$ cat src/design/gscm_consts.svh
// Constants of the governor setup code menu: offsets, reset values, codes and times.
`ifndef GSCM_CONSTS_SVH
`define GSCM_CONSTS_SVH
// ****************************************
// Register offsets (byte addresses)
// ****************************************
`define GSCM_OFS_STATUS 8'h00
`define GSCM_OFS_MASK 8'h04
`define GSCM_OFS_SETTINGS 8'h08
`define GSCM_OFS_THRESH 8'h0C
`define GSCM_OFS_IDLE 8'h10
`define GSCM_OFS_MENU 8'h14
// ****************************************
// Status bit positions
// ****************************************
`define GSCM_ST_RESP_STORED 0
`define GSCM_ST_CODE_OK 1
`define GSCM_ST_CODE_BAD 2
`define GSCM_ST_LOW_BATT 3
`define GSCM_ST_WIDTH 4
// ****************************************
// Reset values and limits
// ****************************************
`define GSCM_RESP_DEFAULT 3'h3
`define GSCM_RESP_MIN 8'h01
`define GSCM_RESP_MAX 8'h05
`define GSCM_ENG_TYPE_MAX 8'h06
`define GSCM_BATT_DEFAULT 8'h75
`define GSCM_IDLE_DEFAULT 8'h3C
// ****************************************
// Setup codes, three BCD digits
// ****************************************
`define GSCM_CODE_ENGINE 12'h441
`define GSCM_CODE_BATT_OFF 12'h417
`define GSCM_CODE_BATT_RUN 12'h418
`define GSCM_CODE_IDLE_LEVEL 12'h436
// ****************************************
// Times
// ****************************************
`define GSCM_CLK_KHZ 20000
`define GSCM_HOLD_MS 5000
`define GSCM_TIMEOUT_MS 3000
`define GSCM_ACCEPT_MS 2000
`define GSCM_BATT_SHOW_MS 20000
`endif

$ cat src/design/gscm_pkg.sv
// Types of the governor setup code menu.
package gscm_pkg;
  typedef enum logic [3:0] {
    ST_NORMAL, ST_SETPT, ST_RESP, ST_CODE, ST_ENG, ST_BOFF, ST_BSHOW, ST_BRUN, ST_IDLEV
  } gscm_state_type;

  typedef enum logic [2:0] {
    DC_NORMAL, DC_DASHES, DC_PROMPT, DC_VALUE, DC_LEVEL
  } gscm_content_type;

  typedef struct packed {
    logic setpoint;
    logic rest;
    logic raise;
    logic lower;
    logic alarm_mute;
    logic speed_mode;
    logic pressure_mode;
  } gscm_btn_type;

  typedef struct packed {
    gscm_content_type content;
    logic [15:0] value;
    logic flash;
  } gscm_disp_type;
endpackage : gscm_pkg

$ cat src/design/gscm_menu.sv
// Button-driven setup menu of the engine governor: response speed, setup codes and their editing screens.
`timescale 1ns/100ps
`default_nettype none
`include "gscm_consts.svh"

module gscm_menu #(
  parameter int unsigned HOLD_CYC = `GSCM_HOLD_MS * `GSCM_CLK_KHZ,
  parameter int unsigned TMO_CYC = `GSCM_TIMEOUT_MS * `GSCM_CLK_KHZ,
  parameter int unsigned ACC_CYC = `GSCM_ACCEPT_MS * `GSCM_CLK_KHZ,
  parameter int unsigned SHOW_CYC = `GSCM_BATT_SHOW_MS * `GSCM_CLK_KHZ
) (
  // Clock, reset and enable
  input wire logic ref_clk,
  input wire logic arst_n,
  input wire logic clk_en,
  // Operator panel
  input wire gscm_pkg::gscm_btn_type buttons,
  // Engine and pump state
  input wire logic at_idle,
  input wire logic engine_running,
  input wire logic pump_interlock_closed,
  input wire logic all_interlocks_made,
  input wire logic engine_control_permit_lamp,
  input wire logic [15:0] stored_setpoint,
  input wire logic [15:0] engine_speed,
  input wire logic [7:0] battery_voltage,
  input wire logic [7:0] speed_request,
  input wire logic [3:0] nv_engine_type,
  // Displays and warnings
  output gscm_pkg::gscm_disp_type speed_disp,
  output gscm_pkg::gscm_disp_type press_disp,
  output logic low_batt_audible,
  output logic low_batt_visual,
  // Settings in effect, and the stored engine type
  output logic [2:0] response_level,
  output logic [3:0] engine_type_active,
  output logic [3:0] engine_type_stored,
  output logic [7:0] engine_control_level,
  // Register port
  input wire logic [7:0] reg_addr,
  input wire logic [31:0] reg_wdata,
  input wire logic reg_wr,
  input wire logic reg_rd,
  output logic [31:0] reg_rdata,
  output logic irq
);
  // ****************************************
  // Reset release and button edges
  // ****************************************
  logic [1:0] rst_sync_q;
  logic rst_n;
  gscm_pkg::gscm_btn_type btn_prev_q;
  gscm_pkg::gscm_btn_type rise;
  logic activity;

  always_ff @(posedge ref_clk or negedge arst_n) begin
    if (!arst_n) begin
      rst_sync_q <= 2'h0;
    end else begin
      rst_sync_q <= {rst_sync_q[0], 1'b1};
    end
  end
  assign rst_n = rst_sync_q[1];

  always_ff @(posedge ref_clk or negedge rst_n) begin
    if (!rst_n) begin
      btn_prev_q <= '0;
    end else if (clk_en) begin
      btn_prev_q <= buttons;
    end
  end
  assign rise = buttons & ~btn_prev_q;
  assign activity = |rise;

  // ****************************************
  // Long alarm-mute hold
  // ****************************************
  logic [31:0] hold_q;
  logic hold_fire;

  always_ff @(posedge ref_clk or negedge rst_n) begin
    if (!rst_n) begin
      hold_q <= 32'h0;
    end else if (clk_en) begin
      if (!buttons.alarm_mute) begin
        hold_q <= 32'h0;
      end else if (hold_q < HOLD_CYC) begin
        hold_q <= hold_q + 32'h1;
      end
    end
  end
  assign hold_fire = buttons.alarm_mute && (hold_q == HOLD_CYC - 1);

  // ****************************************
  // Menu sequence
  // ****************************************
  gscm_pkg::gscm_state_type state_q, state_d;
  logic [31:0] tmr_q;
  logic [11:0] code_q;
  logic [1:0] sel_q;
  logic code_ok;
  logic code_bad;

  always_comb begin
    state_d = state_q;
    code_ok = 1'b0;
    code_bad = 1'b0;
    case (state_q)
      gscm_pkg::ST_NORMAL: begin
        if (hold_fire) begin
          state_d = gscm_pkg::ST_CODE;
        end else if (rise.setpoint && at_idle) begin
          state_d = gscm_pkg::ST_SETPT;
        end
      end
      gscm_pkg::ST_SETPT: begin
        if (!buttons.setpoint) begin
          state_d = gscm_pkg::ST_NORMAL;
        end else if (rise.rest) begin
          state_d = gscm_pkg::ST_RESP;
        end
      end
      gscm_pkg::ST_RESP: begin
        if (!buttons.setpoint) begin
          state_d = gscm_pkg::ST_NORMAL;
        end
      end
      gscm_pkg::ST_CODE: begin
        if (tmr_q >= TMO_CYC - 1) begin
          state_d = gscm_pkg::ST_NORMAL;
          code_bad = 1'b1;
        end else if (tmr_q == ACC_CYC - 1 && !activity) begin
          case (code_q)
            `GSCM_CODE_ENGINE: begin
              if (!pump_interlock_closed && !engine_control_permit_lamp && !engine_running) begin
                state_d = gscm_pkg::ST_ENG;
                code_ok = 1'b1;
              end else begin
                state_d = gscm_pkg::ST_NORMAL;
                code_bad = 1'b1;
              end
            end
            `GSCM_CODE_BATT_OFF: begin
              state_d = gscm_pkg::ST_BOFF;
              code_ok = 1'b1;
            end
            `GSCM_CODE_BATT_RUN: begin
              state_d = gscm_pkg::ST_BSHOW;
              code_ok = 1'b1;
            end
            `GSCM_CODE_IDLE_LEVEL: begin
              if (all_interlocks_made && engine_control_permit_lamp) begin
                state_d = gscm_pkg::ST_IDLEV;
                code_ok = 1'b1;
              end else begin
                state_d = gscm_pkg::ST_NORMAL;
                code_bad = 1'b1;
              end
            end
            default: begin
              state_d = gscm_pkg::ST_CODE;
            end
          endcase
        end
      end
      gscm_pkg::ST_BSHOW: begin
        if (hold_fire) begin
          state_d = gscm_pkg::ST_NORMAL;
        end else if (tmr_q >= SHOW_CYC - 1) begin
          state_d = gscm_pkg::ST_BRUN;
        end
      end
      gscm_pkg::ST_ENG, gscm_pkg::ST_BOFF, gscm_pkg::ST_BRUN, gscm_pkg::ST_IDLEV: begin
        if (hold_fire) begin
          state_d = gscm_pkg::ST_NORMAL;
        end
      end
      default: begin
        state_d = gscm_pkg::ST_NORMAL;
      end
    endcase
  end

  // The timer restarts on each state change and, in code entry, on each press.
  always_ff @(posedge ref_clk or negedge rst_n) begin
    if (!rst_n) begin
      state_q <= gscm_pkg::ST_NORMAL;
      tmr_q <= 32'h0;
    end else if (clk_en) begin
      state_q <= state_d;
      if (state_d != state_q || (state_q == gscm_pkg::ST_CODE && activity)) begin
        tmr_q <= 32'h0;
      end else if (tmr_q != 32'hFFFFFFFF) begin
        tmr_q <= tmr_q + 32'h1;
      end
    end
  end

  always_ff @(posedge ref_clk or negedge rst_n) begin
    if (!rst_n) begin
      code_q <= 12'h000;
      sel_q <= 2'h0;
    end else if (clk_en) begin
      if (state_q != gscm_pkg::ST_CODE) begin
        code_q <= 12'h000;
        sel_q <= 2'h0;
      end else if (rise.speed_mode) begin
        sel_q <= (sel_q == 2'h2) ? 2'h0 : sel_q + 2'h1;
      end else if (rise.pressure_mode) begin
        for (int i = 0; i < 3; i++) begin
          if (sel_q == 2'(2 - i)) begin
            code_q[i*4 +: 4] <= (code_q[i*4 +: 4] == 4'h9) ? 4'h0 : code_q[i*4 +: 4] + 4'h1;
          end
        end
      end
    end
  end

  // ****************************************
  // Stored settings
  // ****************************************
  logic [2:0] pend_q;
  logic [7:0] thr_off_q, thr_run_q, idle_q;
  logic loaded_q;

  function automatic logic [7:0] step(input logic [7:0] v, input logic up, input logic dn,
                                      input logic [7:0] lo, input logic [7:0] hi);
    logic [7:0] r;
    r = v;
    if (up && v < hi) begin
      r = v + 8'h01;
    end else if (dn && v > lo) begin
      r = v - 8'h01;
    end
    return r;
  endfunction : step

  always_ff @(posedge ref_clk or negedge rst_n) begin
    if (!rst_n) begin
      response_level <= `GSCM_RESP_DEFAULT;
      pend_q <= `GSCM_RESP_DEFAULT;
    end else if (clk_en) begin
      if (state_q == gscm_pkg::ST_SETPT) begin
        pend_q <= response_level;
      end else if (state_q == gscm_pkg::ST_RESP) begin
        pend_q <= 3'(step({5'h00, pend_q}, rise.raise, rise.lower, `GSCM_RESP_MIN, `GSCM_RESP_MAX));
        if (!buttons.setpoint) begin
          response_level <= pend_q;
        end
      end
    end
  end

  // The active engine type is sampled once after reset release, so edits wait for a power cycle.
  always_ff @(posedge ref_clk or negedge rst_n) begin
    if (!rst_n) begin
      loaded_q <= 1'b0;
      engine_type_active <= 4'h0;
      engine_type_stored <= 4'h0;
    end else if (clk_en) begin
      if (!loaded_q) begin
        loaded_q <= 1'b1;
        engine_type_active <= nv_engine_type;
        engine_type_stored <= nv_engine_type;
      end else if (state_q == gscm_pkg::ST_ENG) begin
        engine_type_stored <= 4'(step({4'h0, engine_type_stored}, rise.raise, rise.lower, 8'h00,
                                      `GSCM_ENG_TYPE_MAX));
      end
    end
  end

  always_ff @(posedge ref_clk or negedge rst_n) begin
    if (!rst_n) begin
      thr_off_q <= `GSCM_BATT_DEFAULT;
      thr_run_q <= `GSCM_BATT_DEFAULT;
      idle_q <= `GSCM_IDLE_DEFAULT;
    end else if (clk_en) begin
      if (state_q == gscm_pkg::ST_BOFF) begin
        thr_off_q <= step(thr_off_q, rise.raise, rise.lower, 8'h00, 8'hFF);
      end
      if (state_q == gscm_pkg::ST_BRUN) begin
        thr_run_q <= step(thr_run_q, rise.raise, rise.lower, 8'h00, 8'hFF);
      end
      if (state_q == gscm_pkg::ST_IDLEV) begin
        idle_q <= step(idle_q, rise.raise, rise.lower, 8'h00, 8'hFF);
      end
    end
  end

  // ****************************************
  // Control output and battery warning
  // ****************************************
  logic [8:0] ctrl_sum;
  logic batt_low;

  assign ctrl_sum = {1'b0, idle_q} + {1'b0, speed_request};
  assign batt_low = battery_voltage < (engine_running ? thr_run_q : thr_off_q);

  always_ff @(posedge ref_clk or negedge rst_n) begin
    if (!rst_n) begin
      engine_control_level <= `GSCM_IDLE_DEFAULT;
      low_batt_audible <= 1'b0;
      low_batt_visual <= 1'b0;
    end else if (clk_en) begin
      engine_control_level <= ctrl_sum[8] ? 8'hFF : ctrl_sum[7:0];
      low_batt_audible <= batt_low;
      low_batt_visual <= batt_low;
    end
  end

  // ****************************************
  // Displays
  // ****************************************
  always_ff @(posedge ref_clk or negedge rst_n) begin
    if (!rst_n) begin
      speed_disp <= '0;
      press_disp <= '0;
    end else if (clk_en) begin
      press_disp <= '{gscm_pkg::DC_NORMAL, 16'h0000, 1'b0};
      case (state_q)
        gscm_pkg::ST_SETPT: begin
          speed_disp <= '{gscm_pkg::DC_VALUE, stored_setpoint, 1'b1};
          press_disp <= '{gscm_pkg::DC_PROMPT, 16'h0000, 1'b1};
        end
        gscm_pkg::ST_RESP: begin
          speed_disp <= '{gscm_pkg::DC_LEVEL, {13'h0000, pend_q}, 1'b0};
        end
        gscm_pkg::ST_CODE: begin
          speed_disp <= '{gscm_pkg::DC_DASHES, {2'h0, sel_q, code_q}, 1'b0};
        end
        gscm_pkg::ST_ENG: begin
          speed_disp <= '{gscm_pkg::DC_VALUE, {12'h000, engine_type_stored}, 1'b1};
        end
        gscm_pkg::ST_BOFF: begin
          speed_disp <= '{gscm_pkg::DC_VALUE, {8'h00, thr_off_q}, 1'b0};
        end
        gscm_pkg::ST_BSHOW: begin
          speed_disp <= '{gscm_pkg::DC_VALUE, {8'h00, battery_voltage}, 1'b1};
        end
        gscm_pkg::ST_BRUN: begin
          speed_disp <= '{gscm_pkg::DC_VALUE, {8'h00, thr_run_q}, 1'b0};
        end
        gscm_pkg::ST_IDLEV: begin
          speed_disp <= '{gscm_pkg::DC_VALUE, engine_speed, 1'b0};
        end
        default: begin
          speed_disp <= '{gscm_pkg::DC_NORMAL, engine_speed, 1'b0};
        end
      endcase
    end
  end

  // ****************************************
  // Registers and interrupt
  // ****************************************
  logic [`GSCM_ST_WIDTH-1:0] status_q, mask_q, events;
  logic batt_low_q;

  assign events[`GSCM_ST_RESP_STORED] = state_q == gscm_pkg::ST_RESP && !buttons.setpoint;
  assign events[`GSCM_ST_CODE_OK] = code_ok;
  assign events[`GSCM_ST_CODE_BAD] = code_bad;
  assign events[`GSCM_ST_LOW_BATT] = batt_low && !batt_low_q;

  // A new event in the clearing cycle wins over the clear.
  always_ff @(posedge ref_clk or negedge rst_n) begin
    if (!rst_n) begin
      status_q <= '0;
      mask_q <= '0;
      batt_low_q <= 1'b0;
      irq <= 1'b0;
    end else if (clk_en) begin
      batt_low_q <= batt_low;
      if (reg_wr && reg_addr == `GSCM_OFS_STATUS) begin
        status_q <= (status_q & ~reg_wdata[`GSCM_ST_WIDTH-1:0]) | events;
      end else begin
        status_q <= status_q | events;
      end
      if (reg_wr && reg_addr == `GSCM_OFS_MASK) begin
        mask_q <= reg_wdata[`GSCM_ST_WIDTH-1:0];
      end
      irq <= |(status_q & mask_q);
    end
  end

  always_ff @(posedge ref_clk or negedge rst_n) begin
    if (!rst_n) begin
      reg_rdata <= 32'h0;
    end else if (clk_en) begin
      reg_rdata <= 32'h0;
      if (reg_rd) begin
        case (reg_addr)
          `GSCM_OFS_STATUS: reg_rdata <= {28'h0, status_q};
          `GSCM_OFS_MASK: reg_rdata <= {28'h0, mask_q};
          `GSCM_OFS_SETTINGS: reg_rdata <= {12'h0, engine_type_active, 4'h0, engine_type_stored, 5'h0, response_level};
          `GSCM_OFS_THRESH: reg_rdata <= {16'h0, thr_run_q, thr_off_q};
          `GSCM_OFS_IDLE: reg_rdata <= {24'h0, idle_q};
          `GSCM_OFS_MENU: reg_rdata <= {28'h0, state_q};
          default: reg_rdata <= 32'h0;
        endcase
      end
    end
  end

  // ****************************************
  // Checks
  // ****************************************
  level_range_a: assert property (@(posedge ref_clk) disable iff (!rst_n)
    response_level >= 3'h1 && response_level <= 3'h5) else $error("response level out of range");
  arm_entry_a: assert property (@(posedge ref_clk) disable iff (!rst_n)
    clk_en && state_q == gscm_pkg::ST_NORMAL && hold_fire |=> state_q == gscm_pkg::ST_CODE ##1
    speed_disp.content == gscm_pkg::DC_DASHES) else $error("long hold did not arm code entry");
  code_timeout_a: assert property (@(posedge ref_clk) disable iff (!rst_n)
    state_q == gscm_pkg::ST_CODE |-> tmr_q < TMO_CYC) else $error("code entry outlived timeout");
  level_store_a: assert property (@(posedge ref_clk) disable iff (!rst_n)
    clk_en && state_q == gscm_pkg::ST_RESP && !buttons.setpoint |=>
    response_level == $past(pend_q) && state_q == gscm_pkg::ST_NORMAL) else $error("level not stored");
  level_step_a: assert property (@(posedge ref_clk) disable iff (!rst_n)
    clk_en && state_q == gscm_pkg::ST_RESP && rise.raise && pend_q < 3'h5 |=>
    pend_q == $past(pend_q) + 3'h1) else $error("raise did not step level");
  type_hold_a: assert property (@(posedge ref_clk) disable iff (!rst_n)
    loaded_q |=> $stable(engine_type_active)) else $error("engine type changed without power cycle");
  engine_lock_a: assert property (@(posedge ref_clk) disable iff (!rst_n)
    state_q != gscm_pkg::ST_ENG ##1 state_q == gscm_pkg::ST_ENG |->
    $past(!engine_running && !pump_interlock_closed)) else $error("engine type entered while unsafe");
  idle_lock_a: assert property (@(posedge ref_clk) disable iff (!rst_n)
    state_q != gscm_pkg::ST_IDLEV ##1 state_q == gscm_pkg::ST_IDLEV |->
    $past(all_interlocks_made && engine_control_permit_lamp)) else $error("idle level entered while unsafe");
  ctrl_rise_a: assert property (@(posedge ref_clk) disable iff (!rst_n)
    clk_en && speed_request != 8'h00 && idle_q != 8'hFF |=> engine_control_level > $past(idle_q))
    else $error("control output did not rise");
  discard_code_a: assert property (@(posedge ref_clk) disable iff (!rst_n)
    code_bad |=> $stable(thr_off_q) && $stable(thr_run_q) && $stable(idle_q)) else $error("setting changed");
  irq_follow_a: assert property (@(posedge ref_clk) disable iff (!rst_n)
    clk_en |=> irq == $past(|(status_q & mask_q))) else $error("interrupt mismatch");
endmodule : gscm_menu
`default_nettype wire

$ cat config.mk
export PLATFORM = sky130hd
export DESIGN_NAME = gscm_menu
export DESIGN_NICKNAME = d
export VERILOG_FILES = /design/src/design/gscm_pkg.sv /design/src/design/gscm_menu.sv
export VERILOG_INCLUDE_DIRS = /design/src /design/src/design
export SDC_FILE = /design/constraint.sdc
export NUM_CORES = 1
export LEC_CHECK = 0
export BUFFER_PORTS_ARGS = -buffer_cell sky130_fd_sc_hd__buf_2
export CORE_UTILIZATION = 40
export CTS_CLUSTER_SIZE = 20
export DETAILED_ROUTE_END_ITERATION = 12
export PLACE_DENSITY_LB_ADDON = 0.25
export SETUP_SLACK_MARGIN = 0.02
export SYNTH_ARGS = -nofsm -noshare
export SYNTH_HDL_FRONTEND = slang
export SYNTH_SLANG_ARGS = --single-unit
$ cat constraint.sdc
create_clock -name ref_clk -period 9.07 [get_ports ref_clk]
set_input_delay 0.907 -clock ref_clk [delete_from_list [all_inputs] [get_ports ref_clk]]
set_output_delay 0.907 -clock ref_clk [all_outputs]
set_load 0.005 [all_outputs]
Yosys cells after proc, flatten, opt, wreduce, memory -nomap -nowiden
Index checks and enable logic that the tools add are counted.
{"block": "totals", "regBits": 220, "elab_cells": 230}
{"block": "classes", "add_sub_neg": 17, "n_lt_le_gt_ge": 14, "n_eq_ne": 31, "mux": 63, "bitwise_logic": 10, "n_reduce_logical": 60}
{"cell": "32-bit two-way mux", "n": 5}
{"cell": "20-bit one-hot mux with 8 select lines", "n": 1}
{"cell": "20-bit one-hot mux with 6 select lines", "n": 1}
{"cell": "4-bit two-way mux", "n": 22}
{"cell": "32-bit by 1-bit adder with 32-bit output, second input constant", "n": 2}
{"cell": "8-bit two-way mux", "n": 8}
{"cell": "12-bit by 11-bit equality test with 1-bit output, second input constant", "n": 4}
{"cell": "12-bit two-way mux", "n": 3}
{"cell": "32-bit by 26-bit equality test with 1-bit output, second input constant", "n": 1}
{"cell": "32-bit by 27-bit equality test with 1-bit output, second input constant", "n": 1}
{"cell": "32-bit by 26-bit greater-or-equal comparator with 1-bit output, second input constant", "n": 1}
{"cell": "32-bit by 29-bit greater-or-equal comparator with 1-bit output, second input constant", "n": 1}
{"cell": "32-bit by 27-bit less-than comparator with 1-bit output, second input constant", "n": 1}
{"cell": "32-bit inequality test, second input constant", "n": 1}
{"cell": "8-bit by 1-bit adder with 8-bit output, second input constant", "n": 3}
{"cell": "8-bit by 1-bit greater-than comparator with 1-bit output, second input constant", "n": 3}
{"cell": "8-bit less-than comparator, second input constant", "n": 3}
{"cell": "4-bit one-hot mux with 6 select lines", "n": 1}
{"cell": "8-bit by 1-bit subtractor with 8-bit output, second input constant", "n": 3}
{"cell": "1-bit logical AND", "n": 21}
{"cell": "2-bit nonzero test", "n": 10}
{"cell": "19-bit two-way mux", "n": 1}
{"cell": "4-bit by 1-bit adder with 4-bit output, second input constant", "n": 4}
{"cell": "4-bit by 3-bit equality test with 1-bit output, second input constant", "n": 4}
{"cell": "46 further kinds", "n": 90}

Depth between registers and ports, before layout
Gate-level depths: netlist of run 1.
{"block": "depth", "depth_word": 12, "depth_mapped": 11, "depth_no_buf": 11}

Least setup slack after synthesis of run 1
No wires, ideal clock.
{"block": "synth_timing", "path_type": "in2reg", "startpoint": "input port engine_running", "endpoint": "register tmr_q[0]", "arrival_ns": 3.100, "required_ns": 8.949, "path_slack_ns": 5.849, "cell_stages": 8, "path_buffers": 1, "cell_sequence": "clkbuf_1 nor3_1 nand3_1 a211oi_1 nor3_1 o31ai_1 o41ai_2 a22o_1"}
{"block": "synth_between", "elab_chain_cells": 11, "word_cells_on_any_way": 12}
{"item": "start, declared", "line": "gscm_menu.sv:20", "source": "input wire logic engine_running,"}
{"item": "1-bit zero test (*)", "line": "gscm_menu.sv:135", "source": "if (!pump_interlock_closed && !engine_control_permit_lamp && !engine_running) begin"}
{"item": "1-bit logical AND (*)", "line": "gscm_menu.sv:135"}
{"item": "3-bit two-way mux (*)", "line": "gscm_menu.sv:135"}
{"item": "4-bit one-hot mux with 4 select lines (*)", "line": "gscm_menu.sv:133", "source": "case (code_q)"}
{"item": "4-bit two-way mux (*)", "line": "gscm_menu.sv:132", "source": "end else if (tmr_q == ACC_CYC - 1 && !activity) begin"}
{"item": "4-bit two-way mux (*)", "line": "gscm_menu.sv:129", "source": "if (tmr_q >= TMO_CYC - 1) begin"}
{"item": "4-bit one-hot mux with 6 select lines (*)", "line": "gscm_menu.sv:108", "source": "case (state_q)"}
{"item": "4-bit inequality test (*)", "line": "gscm_menu.sv:191", "source": "if (state_d != state_q || (state_q == gscm_pkg::ST_CODE && activity)) begin"}
{"item": "1-bit logical OR (*)", "line": "gscm_menu.sv:191"}
{"item": "2-bit nonzero test (no line)"}
{"item": "2-bit AND reduction (no line)"}
{"item": "end signal, assigned", "line": "gscm_menu.sv:194", "source": "tmr_q <= tmr_q + 32'h1;"}
{"item": "end, declared", "line": "gscm_menu.sv:98", "source": "logic [31:0] tmr_q;"}
Mark *: on every way between the ends. The rest lies on a longest branch, timed or not.
A chain may end at the register's enable or synchronous reset.

Worst setup path after layout of run 1
{"block": "layout_timing", "startpoint": "register state_q[2]", "endpoint": "register tmr_q[12]"}
{"block": "layout_between", "elab_chain_cells": 7, "word_cells_on_any_way": 27}
{"item": "start, declared", "line": "gscm_menu.sv:97", "source": "gscm_pkg::gscm_state_type state_q, state_d;"}
{"item": "start signal, assigned", "line": "gscm_menu.sv:187", "source": "state_q <= gscm_pkg::ST_NORMAL;"}
{"item": "start signal, assigned", "line": "gscm_menu.sv:190", "source": "state_q <= state_d;"}
{"item": "4-bit by 3-bit equality test with 1-bit output, or another cell as far along", "line": "gscm_menu.sv:108"}
{"item": "4-bit OR reduction, or another cell as far along", "line": "gscm_menu.sv:108"}
{"item": "4-bit one-hot mux with 6 select lines", "line": "gscm_menu.sv:108"}
{"item": "4-bit inequality test", "line": "gscm_menu.sv:191"}
{"item": "1-bit logical OR (*)", "line": "gscm_menu.sv:191"}
{"item": "2-bit nonzero test (no line)"}
{"item": "2-bit AND reduction (no line)"}
Marked as above.

==> flow_summary.json, run 1 <==
{
  "coreArea_um2": 29000,
  "period_minus_slack_ns": 4.13,
  "cts-root-buf": "clkbuf_16",
  "rsz0062_at_grt": "false",
  "numCtsBuffers": 17,
  "synth_seq_cells": 189,
  "grt_pass1_wl_um": 54100,
  "ctsHoldBuffers": 0,
  "vias_per_cell": 5.79,
  "final_net_count": 1563,
  "numPortBuffers": 144,
  "critPathCaptureType": "register",
  "hold_viol": 0,
  "syn2layout_area_growth_pct": 12.7,
  "multi_input_area_um2": 6600,
  "final_util_pct": 46.2,
  "worstPathRequired_ns": 9.40,
  "first_global_vias": 9994,
  "yosys_warnings": 0,
  "synthCells": 1301,
  "fin_setup_tns_ns": 0,
  "hp-class": "input pin to asynchronous set/reset pin",
  "finalCritPeriodShare_pct": 45.5,
  "syn_area_um2": 11900,
  "maxCapViolCount": 0,
  "cp-start-kind": "register",
  "crit_buf_inv": 0,
  "drv_slew": 0,
  "layout-drive-gt1-share_pct": 18.9,
  "cts-htree-levels": 4,
  "num_vias": 10457,
  "r2r-start": "state_q[2]",
  "synth.avg_cell_area_um2": 9.14,
  "worst_pin_slew_ns": 1.25,
  "die_h_um": 174,
  "p_leak_nw": 5.82,
  "grt_max_degree": 74,
  "critPathArrivalTime_ns": 4.46,
  "fmax_mhz": 242,
  "routed_wirelength_um": 33100,
  "slowest_stage": "nand4bb_1",
  "grt-ovfl-total": 0,
  "synthArstFlopShare_pct": 100,
  "max_stage_delay_ns": 0.80,
  "avgRoutedWirePerCell_um": 18.4,
  "cts_resized": 0,
  "clock_sinks": 189,
  "maxSlewHeadroom_pct": 16.4,
  "fin_hold_ws_ns": 0.242,
  "synth_flop_cell": "dfrtp_1",
  "detailed_place_hpwl_um": 23800,
  "setup_violations": 0,
  "grt_usage_pct": 22.2,
  "worstSkewPairLatency_ns": 0.44,
  "die_w_um": 174,
  "clk_pin_slew_ns": 0.08,
  "path_class": "register to register",
  "yosys.area.top_type_share_pct": 35.1,
  "startpoint": "state_q[2]",
  "io_pins": 203,
  "rows": 62,
  "fp.dieArea_um2": 30400,
  "crit_family": "compound AO/OA/AOI/OAI gates",
  "final_cells": 1806,
  "finClkSkew_ns": 0.0135,
  "cts_setup_buffers": 0,
  "place_inst": 1772,
  "outcome": "complete, no violations",
  "ys_seq_area_share_pct": 40.0,
  "n_fill_cell": 2876,
  "drc": 0,
  "start_util_pct": 41.0,
  "drtIter0Drc": 894,
  "cts_buffer_depth": 2,
  "synth_edf_count": 0,
  "antenna_found_initial": 2,
  "dr.pass1.iters": 5,
  "ant_nets": 0,
  "cp_max_fo": 19,
  "synthTopCellsByArea": "dfrtp_1 (35%), dfstp_2 (4.9%), ha_1 (4.4%)",
  "cts_tree": "yes",
  "synth_cell_type_count": 88,
  "power_density_nw_per_um2": 195,
  "worstPathCellList": "nand4bb_1 > nor3_1 > o311ai_0 > a41oi_1 > nor3_4 > xor2_2 > a31oi_2 > a311oi_1",
  "gp_congestion": 0.924,
  "seq_area_um2": 4760,
  "synth.largest_area_cell": "dfrtp_1",
  "peakVddDrop_mv": 0.133
}
[state kept, by name, indices dropped and copies added (netlist names), 12 cells and up]
register / cells
reg_rdata: 20
hold_q: 32
code_q: 12
speed_disp: 20
tmr_q: 32
[synth_stat cells, drive strengths merged, types with 22 or more instances]
cell type,instances
inv,39
xor2,30
ha,42
nor3,41
nand4,43
o21ai,89
nor2,121
mux2,33
dfrtp,167
a21oi,68
clkbuf,55
xnor2,30
buf,44
nand3,47
dfstp,22
nand2,103
[cell families (layout without fill, tap and decap cells)]
logic type	Yosys count	in the layout	share of synthesized area, %
adders and majority gates	47	47	5.26
buffers and inverters	139	229	5.50
AOI/OAI and AO/OA	342	342	19.4
other	2	33	0.0631
muxes	49	49	4.68
and+or+nand+nor	473	473	20.7
xor gates and xnor gates	60	60	4.48
DFF	189	189	40.0
[where the power goes]
group	switching, mW	internal (mW)	leakage (nW)
Clock	0.364	0.391	0.277
Sequential	0.0949	0.947	2.44
Combinational	0.498	0.319	3.11
Total	0.957	1.66	5.82
[per-layer routing]
metal | track usage, % | part of all wire [%] | vias up
met5 | 0 | 0 | -
met4 | 7.64 | 2.5 | 0
met3 | 3.59 | 5.0 | 46
met2 | 34.8 | 47 | 316
met1 | 31.1 | 46 | 5121
li1 | - | - | 4974
[worst reg2reg max path: stages, from the launching register on]
cell       delay, ns
dfrtp_1         0.65
nand4bb_1       0.80
nor3_1          0.36
o311ai_0        0.28
a41oi_1         0.39
nor3_4          0.09
xor2_2          0.44
a31oi_2         0.60
a311oi_1        0.43
[placed cells by master (no fill, tap or decap), drive strengths merged, types with 11 or more instances in the layout]
| master | synthesis | routed |
|---|---|---|
| inv | 39 | 45 |
| dfstp | 22 | 22 |
| or4 | 13 | 13 |
| nand2 | 103 | 103 |
| o21ai | 89 | 89 |
| clkbuf | 55 | 18 |
| nor3 | 41 | 41 |
| and3 | 16 | 16 |
| a21o | 15 | 15 |
| xor2 | 30 | 30 |
| a22o | 21 | 21 |
| dfrtp | 167 | 167 |
| conb | 2 | 31 |
| mux2i | 14 | 14 |
| nor2b | 18 | 18 |
| nand3 | 47 | 47 |
| a21oi | 68 | 68 |
| xnor2 | 30 | 30 |
| buf | 44 | 157 |
| ha | 42 | 42 |
| a31oi | 20 | 20 |
| nor2 | 121 | 121 |
| a22oi | 15 | 15 |
| nand4 | 43 | 43 |
| mux2 | 33 | 33 |
| o22ai | 11 | 11 |
[cell type report]
class                   count  area share, %
flip-flops and latches    189           35.5
inverters                  40           1.12
diodes                      2         0.0373
clock buffers              18           3.20
repair buffers            157           6.12
multi-input cells        1002           49.3
well taps                 384           3.59
clock inverters            14           1.14
[metrics by stage]
step	total power, mW	instance area, um2	setup slack [ns]
final	2.61	13400	4.94
after floorplan	1.60	12000	3.45
after global placement	1.86	12800	4.94
after global routing	2.77	13400	4.69
after detailed placement	1.87	12800	4.87
after CTS	2.63	13400	4.99
[final timing paths]
path	slack [ns]	depth (start not counted)	end
worst max-delay path	4.94	8	tmr_q[12]
worst min-delay path	0.24	1	rst_sync_q[1]
worst max register to register	4.94	8	tmr_q[12]
worst min register to register	0.36	0	rst_sync_q[1]
max in group asynchronous	7.08	1	tmr_q[17]
min in group ref_clk	0.36	0	rst_sync_q[1]
(Power assumes the default switching activity.)
==> run 2, diff against run 1 <==
- clock period: 9.07 -> 4.3 ns (I/O delays scaled with it)
==> flow_summary.json, run 2 (synthesis gave the netlist of run 1 again) <==
{
  "peakVddDrop_mv": 0.311,
  "switching_share_pct": 37.2,
  "worst_pin_slew_ns": 1.19,
  "hold_depth": 2,
  "numPortBuffers": 144,
  "cts_tree": "yes",
  "cts_buffer_depth": 2,
  "power_density_nw_per_um2": 412,
  "finalCritPeriodShare_pct": 80.1,
  "worstSkewPairLatency_ns": 0.45,
  "critPathArrivalTime_ns": 3.77,
  "clk_pin_slew_ns": 0.08,
  "numCtsBuffers": 17,
  "grt_usage_pct": 22.3,
  "layout-drive-gt1-share_pct": 19.7,
  "p_int_mw": 3.50,
  "p_leak_nw": 5.91,
  "final_util_pct": 46.6,
  "io_pins": 203,
  "grt_max_degree": 81,
  "cpMostUsedCell": "buf_4",
  "slowest_stage": "o311ai_0",
  "start_util_pct": 41.0,
  "seq_power_share_pct": 40.4,
  "dr.pass1.iters": 7,
  "ant_nets": 0,
  "gp_congestion": 0.887,
  "rsz0062_at_grt": "false",
  "layout_commonest_cell": "dfrtp_1",
  "fp.dieArea_um2": 30400,
  "coreArea_um2": 29000,
  "rows": 62,
  "power_frac_clock_pct": 28.5,
  "grt_pass1_wl_um": 54100,
  "drtIter0Drc": 811,
  "cp-start-kind": "register",
  "maxCapViolCount": 0,
  "critPathCaptureType": "register",
  "die_h_um": 174,
  "p_total_mw": 5.57,
  "vias_per_cell": 5.72,
  "final_net_count": 1577,
  "hp-class": "input pin to register",
  "syn2layout_area_growth_pct": 13.7,
  "worstPathRequired_ns": 4.63,
  "startpoint": "tmr_q[0]",
  "worstPathCellList": "ha_1 > and3_1 > a311oi_2 > o311ai_0 > a41oi_1 > nor3_4 > xor2_2 > buf_4 > a31oi_2 > buf_4 > nor3_1",
  "worstReg2RegEnd": "tmr_q[26]",
  "p_switching_mw": 2.07,
  "r2r-start": "tmr_q[0]",
  "finClkSkew_ns": 0.0168,
  "cp_max_fo": 12,
  "clock_sinks": 189,
  "comb_power_share_pct": 31.1,
  "cts_setup_buffers": 0,
  "outcome": "complete, no violations",
  "holdPathEnd": "btn_prev_q[0]",
  "period_minus_slack_ns": 3.44,
  "hold_viol": 0,
  "final_cell_mix": "dfrtp_1 (166), buf_2 (143), nor2_1 (120)",
  "drc": 0,
  "grt-ovfl-total": 0,
  "detailed_place_hpwl_um": 24200,
  "cts-htree-levels": 4,
  "avgRoutedWirePerCell_um": 18.4,
  "first_global_vias": 9881,
  "fin_setup_tns_ns": 0,
  "fmax_mhz": 290,
  "cts-root-buf": "clkbuf_16",
  "num_vias": 10405,
  "largestRegisters": "hold_q: 32 flops, tmr_q: 32 flops",
  "routed_wirelength_um": 33400,
  "hp-start": "buttons[0]",
  "drv_slew": 0,
  "setup_violations": 0,
  "reg2reg_depth": 11,
  "die_w_um": 174,
  "placed_cell_area_um2": 12900,
  "path_class": "register to register",
  "r2r_setup_slack_ns": 0.86,
  "maxSlewHeadroom_pct": 20.1,
  "fin_area_um2": 13500,
  "antenna_found_initial": 1,
  "max_stage_delay_ns": 0.77
}
-- run 2: cell types whose count changed in the layout (fill, tap and decap cells not counted), moves of 2 or more --
cell	previous run	this run
clkinvlp_4	3	1
clkinv_2	0	2
buf_12	0	2
clkinv_8	0	2
buf_4	14	25
clkinv_4	4	2
-- run 2: worst max path at each step --
stage              endpoint  slack, ns  cells after the start
3_3_place_gp   thr_off_q[7]       0.83                     12
5_1_grt        thr_off_q[7]       0.58                     11
2_1_floorplan    batt_low_q       1.20                      0
6_report          tmr_q[26]       0.86                     11
3_5_place_dp      idle_q[7]       0.81                     12
4_1_cts           tmr_q[26]       0.88                     10
-- run 2: repair_timing --
item	in CTS	in global routing
hold buffers	1	0
endpoints found under the hold margin	2	0
resized for setup	0	0
-- run 2: cell type report --
type / instances / area [um2]
diodes: 1 / 2.50
multi-input cells: 1002 / 6600
inverters: 40 / 150
clock inverters: 15 / 153
flip-flops and latches: 189 / 4760
well taps: 384 / 480
fillers: 2794 / 15500
clock buffers: 17 / 425
repair buffers: 171 / 953
-- run 2: worst max-delay path: cells and delay by family, from the launching register on --
family / cells / cell delay, ns
buffers and inverters: 2 / 0.51
AND/OR/NAND/NOR: 3 / 0.62
AO/OA/AOI/OAI: 4 / 1.48
XOR/XNOR: 1 / 0.09
flip-flops: 1 / 0.41
adder cells (fa/ha/maj): 1 / 0.22
-- run 2: layer usage --
layer / track usage [%] / share of wire (%)
met1: 31.3 / 46
met2: 35.4 / 47
met3: 3.57 / 4.8
met4: 6.32 / 1.7
met5: 0 / 0
-- run 2: metrics by stage --
stage	hold slack (ns)	worst slack [ns]	instances
final	0.226	0.857	1819
after global placement	0.218	0.830	1785
after detailed placement	0.219	0.813	1785
after CTS	0.212	0.876	1818
after floorplan	0.134	1.20	1330
after global routing	0.222	0.579	1819
-- run 2: power groups by stage --
stage	sequential [mW]	combinational, mW	clock, mW
after global placement	2.27	1.70	0
after floorplan	2.20	1.17	0
after detailed placement	2.28	1.73	0
final	2.25	1.73	1.59
after CTS	2.25	1.74	1.63
after global routing	2.28	1.92	1.70
==> run 3, diff against run 2 <==
- clock period: 4.3 -> 3 ns (I/O delays scaled with it)
==> flow_summary.json, run 3 (synthesis gave the netlist of run 1 again) <==
{
  "finClkSkew_ns": 0.0125,
  "cts-htree-levels": 4,
  "detailed_place_hpwl_um": 25400,
  "startpoint": "tmr_q[13]",
  "maxSlewHeadroom_pct": 53.3,
  "final_net_count": 1647,
  "seq_power_share_pct": 37.6,
  "syn2layout_area_growth_pct": 19.9,
  "grt_usage_pct": 23.1,
  "grt_use_met2_pct": 36.3,
  "path_class": "register to register",
  "outcome": "complete, no violations",
  "drv_slew": 0,
  "final_util_pct": 49.2,
  "io_pins": 203,
  "finalCritPeriodShare_pct": 96.9,
  "start_util_pct": 41.0,
  "critPathArrivalTime_ns": 3.29,
  "drtIter0Drc": 885,
  "layout-drive-gt1-share_pct": 24.6,
  "switching_share_pct": 36.0,
  "maxCapViolCount": 0,
  "grt_use_met1_pct": 31.2,
  "hold_viol": 0,
  "die_h_um": 174,
  "period_minus_slack_ns": 2.91,
  "ant_nets": 0,
  "hp-class": "input pin to register",
  "gp_congestion": 0.912,
  "fin_setup_tns_ns": 0,
  "grt_util_met3_pct": 4.00,
  "largestRegisters": "hold_q: 32 flops, tmr_q: 32 flops",
  "cts-root-buf": "clkbuf_16",
  "comb_power_share_pct": 33.9,
  "die_w_um": 174,
  "fin_area_um2": 14300,
  "avgRoutedWirePerCell_um": 18.4,
  "peakVddDrop_mv": 0.489,
  "grt_pass1_wl_um": 56000,
  "layout_commonest_cell": "dfrtp_1",
  "cp_max_fo": 8,
  "n_fill_cell": 2782,
  "first_global_vias": 10518,
  "routed_wirelength_um": 34800,
  "worstSkewPairLatency_ns": 0.45,
  "dr.pass1.iters": 6,
  "fmax_mhz": 344,
  "num_vias": 10866,
  "vias_per_cell": 5.75,
  "clk_pin_slew_ns": 0.08,
  "worst_pin_slew_ns": 0.695,
  "clock_sinks": 189,
  "drc": 0,
  "cp-start-kind": "register",
  "hp-start": "buttons[5]",
  "cts_tree": "yes",
  "p_switching_mw": 3.00,
  "critPathCaptureType": "register",
  "rows": 62,
  "coreArea_um2": 29000,
  "setup_violations": 0,
  "numPortBuffers": 144,
  "placed_cell_area_um2": 13500,
  "numCtsBuffers": 17,
  "rsz0062_at_grt": "false",
  "final_cell_mix": "dfrtp_1 (165), buf_2 (143), nor2_1 (119)",
  "fp.dieArea_um2": 30400,
  "antenna_found_initial": 4,
  "worstPathRequired_ns": 3.39,
  "fin_hold_ws_ns": 0.0875,
  "r2r-start": "tmr_q[13]",
  "power_density_nw_per_um2": 584,
  "power_frac_clock_pct": 28.5,
  "cts_buffer_depth": 2,
  "p_int_mw": 5.33,
  "grt-busiest-layer": "met2",
  "grt-ovfl-total": 0,
  "p_leak_nw": 6.33,
  "grt_max_degree": 79
}
## run 3: changes by cell type in the layout (fill, tap and decap cells not counted), sizes merged
cell      previous run  this run
buf                170       240
bufinv               0         2
clkinv               7         4
clkinvlp             1         3
diode                1         3
inv                 47        46
## run 3: path summary, 6_finish.rpt
path / to / slack, ns / depth (start not counted)
max in group asynchronous: idle_q[2] / 1.93 / 1
setup / recovery: tmr_q[0] / 0.09 / 8
min in group asynchronous: rst_sync_q[0] / 0.16 / 2
hold / removal: btn_prev_q[5] / 0.09 / 2
setup reg to reg: tmr_q[0] / 0.09 / 8
hold reg to reg: btn_prev_q[3] / 0.23 / 0
## run 3: layout make-up
cell class / instances / area [um2] / area share (%)
antenna: 3 / 7.51 / 0.0526
clock buffer: 17 / 425 / 2.98
clock inverter: 15 / 178 / 1.25
inverter: 40 / 150 / 1.05
multi-input combinational: 1002 / 6760 / 47.4
sequential: 189 / 4760 / 33.4
tap: 384 / 480 / 3.37
timing repair buffer: 241 / 1500 / 10.5
## run 3: critical path, stage by stage, from the launching register on
cell and delay [ns]:
dfrtp_1 0.38, or4_4 0.59, a311oi_4 0.30, nor3_2 0.09, or4_4 0.45, a41o_1 0.26, and4_4 0.21, o41ai_2 0.38
a22o_1 0.20
## run 3: power groups by stage
stage / Combinational, mW / Sequential (mW) / Clock [mW]
after global routing: 3.09 / 3.17 / 2.54
after CTS: 2.79 / 3.13 / 2.44
final: 2.83 / 3.13 / 2.37
after floorplan: 1.68 / 3.16 / 0
after detailed placement: 2.77 / 3.17 / 0
after global placement: 2.72 / 3.17 / 0
## run 3: repair_timing
action | 4_1_cts | 5_1_grt
endpoints found under the setup margin | 8 | 23
buffers inserted | 0 | 4
endpoints found under the hold margin | 2 | 0
pin swaps | 0 | 7
cloned | 0 | 0
hold buffers | 1 | 0
resized for setup | 4 | 24
## run 3: per-stage QoR
step	total power [mW]	setup WS (ns)	std cells
floorplan	4.84	0.0384	1330
global placement	5.88	-0.0304	1851
detailed placement	5.94	-0.0403	1851
CTS	8.35	0.0548	1884
global route	8.81	0.0132	1891
finish	8.33	0.0922	1891
## run 3: routing by layer
metal | routed length (um) | part of all wire, %
met1 | 15500 | 44
met5 | 0 | 0
met2 | 16300 | 47
met4 | 1210 | 3.5
met3 | 1800 | 5.2
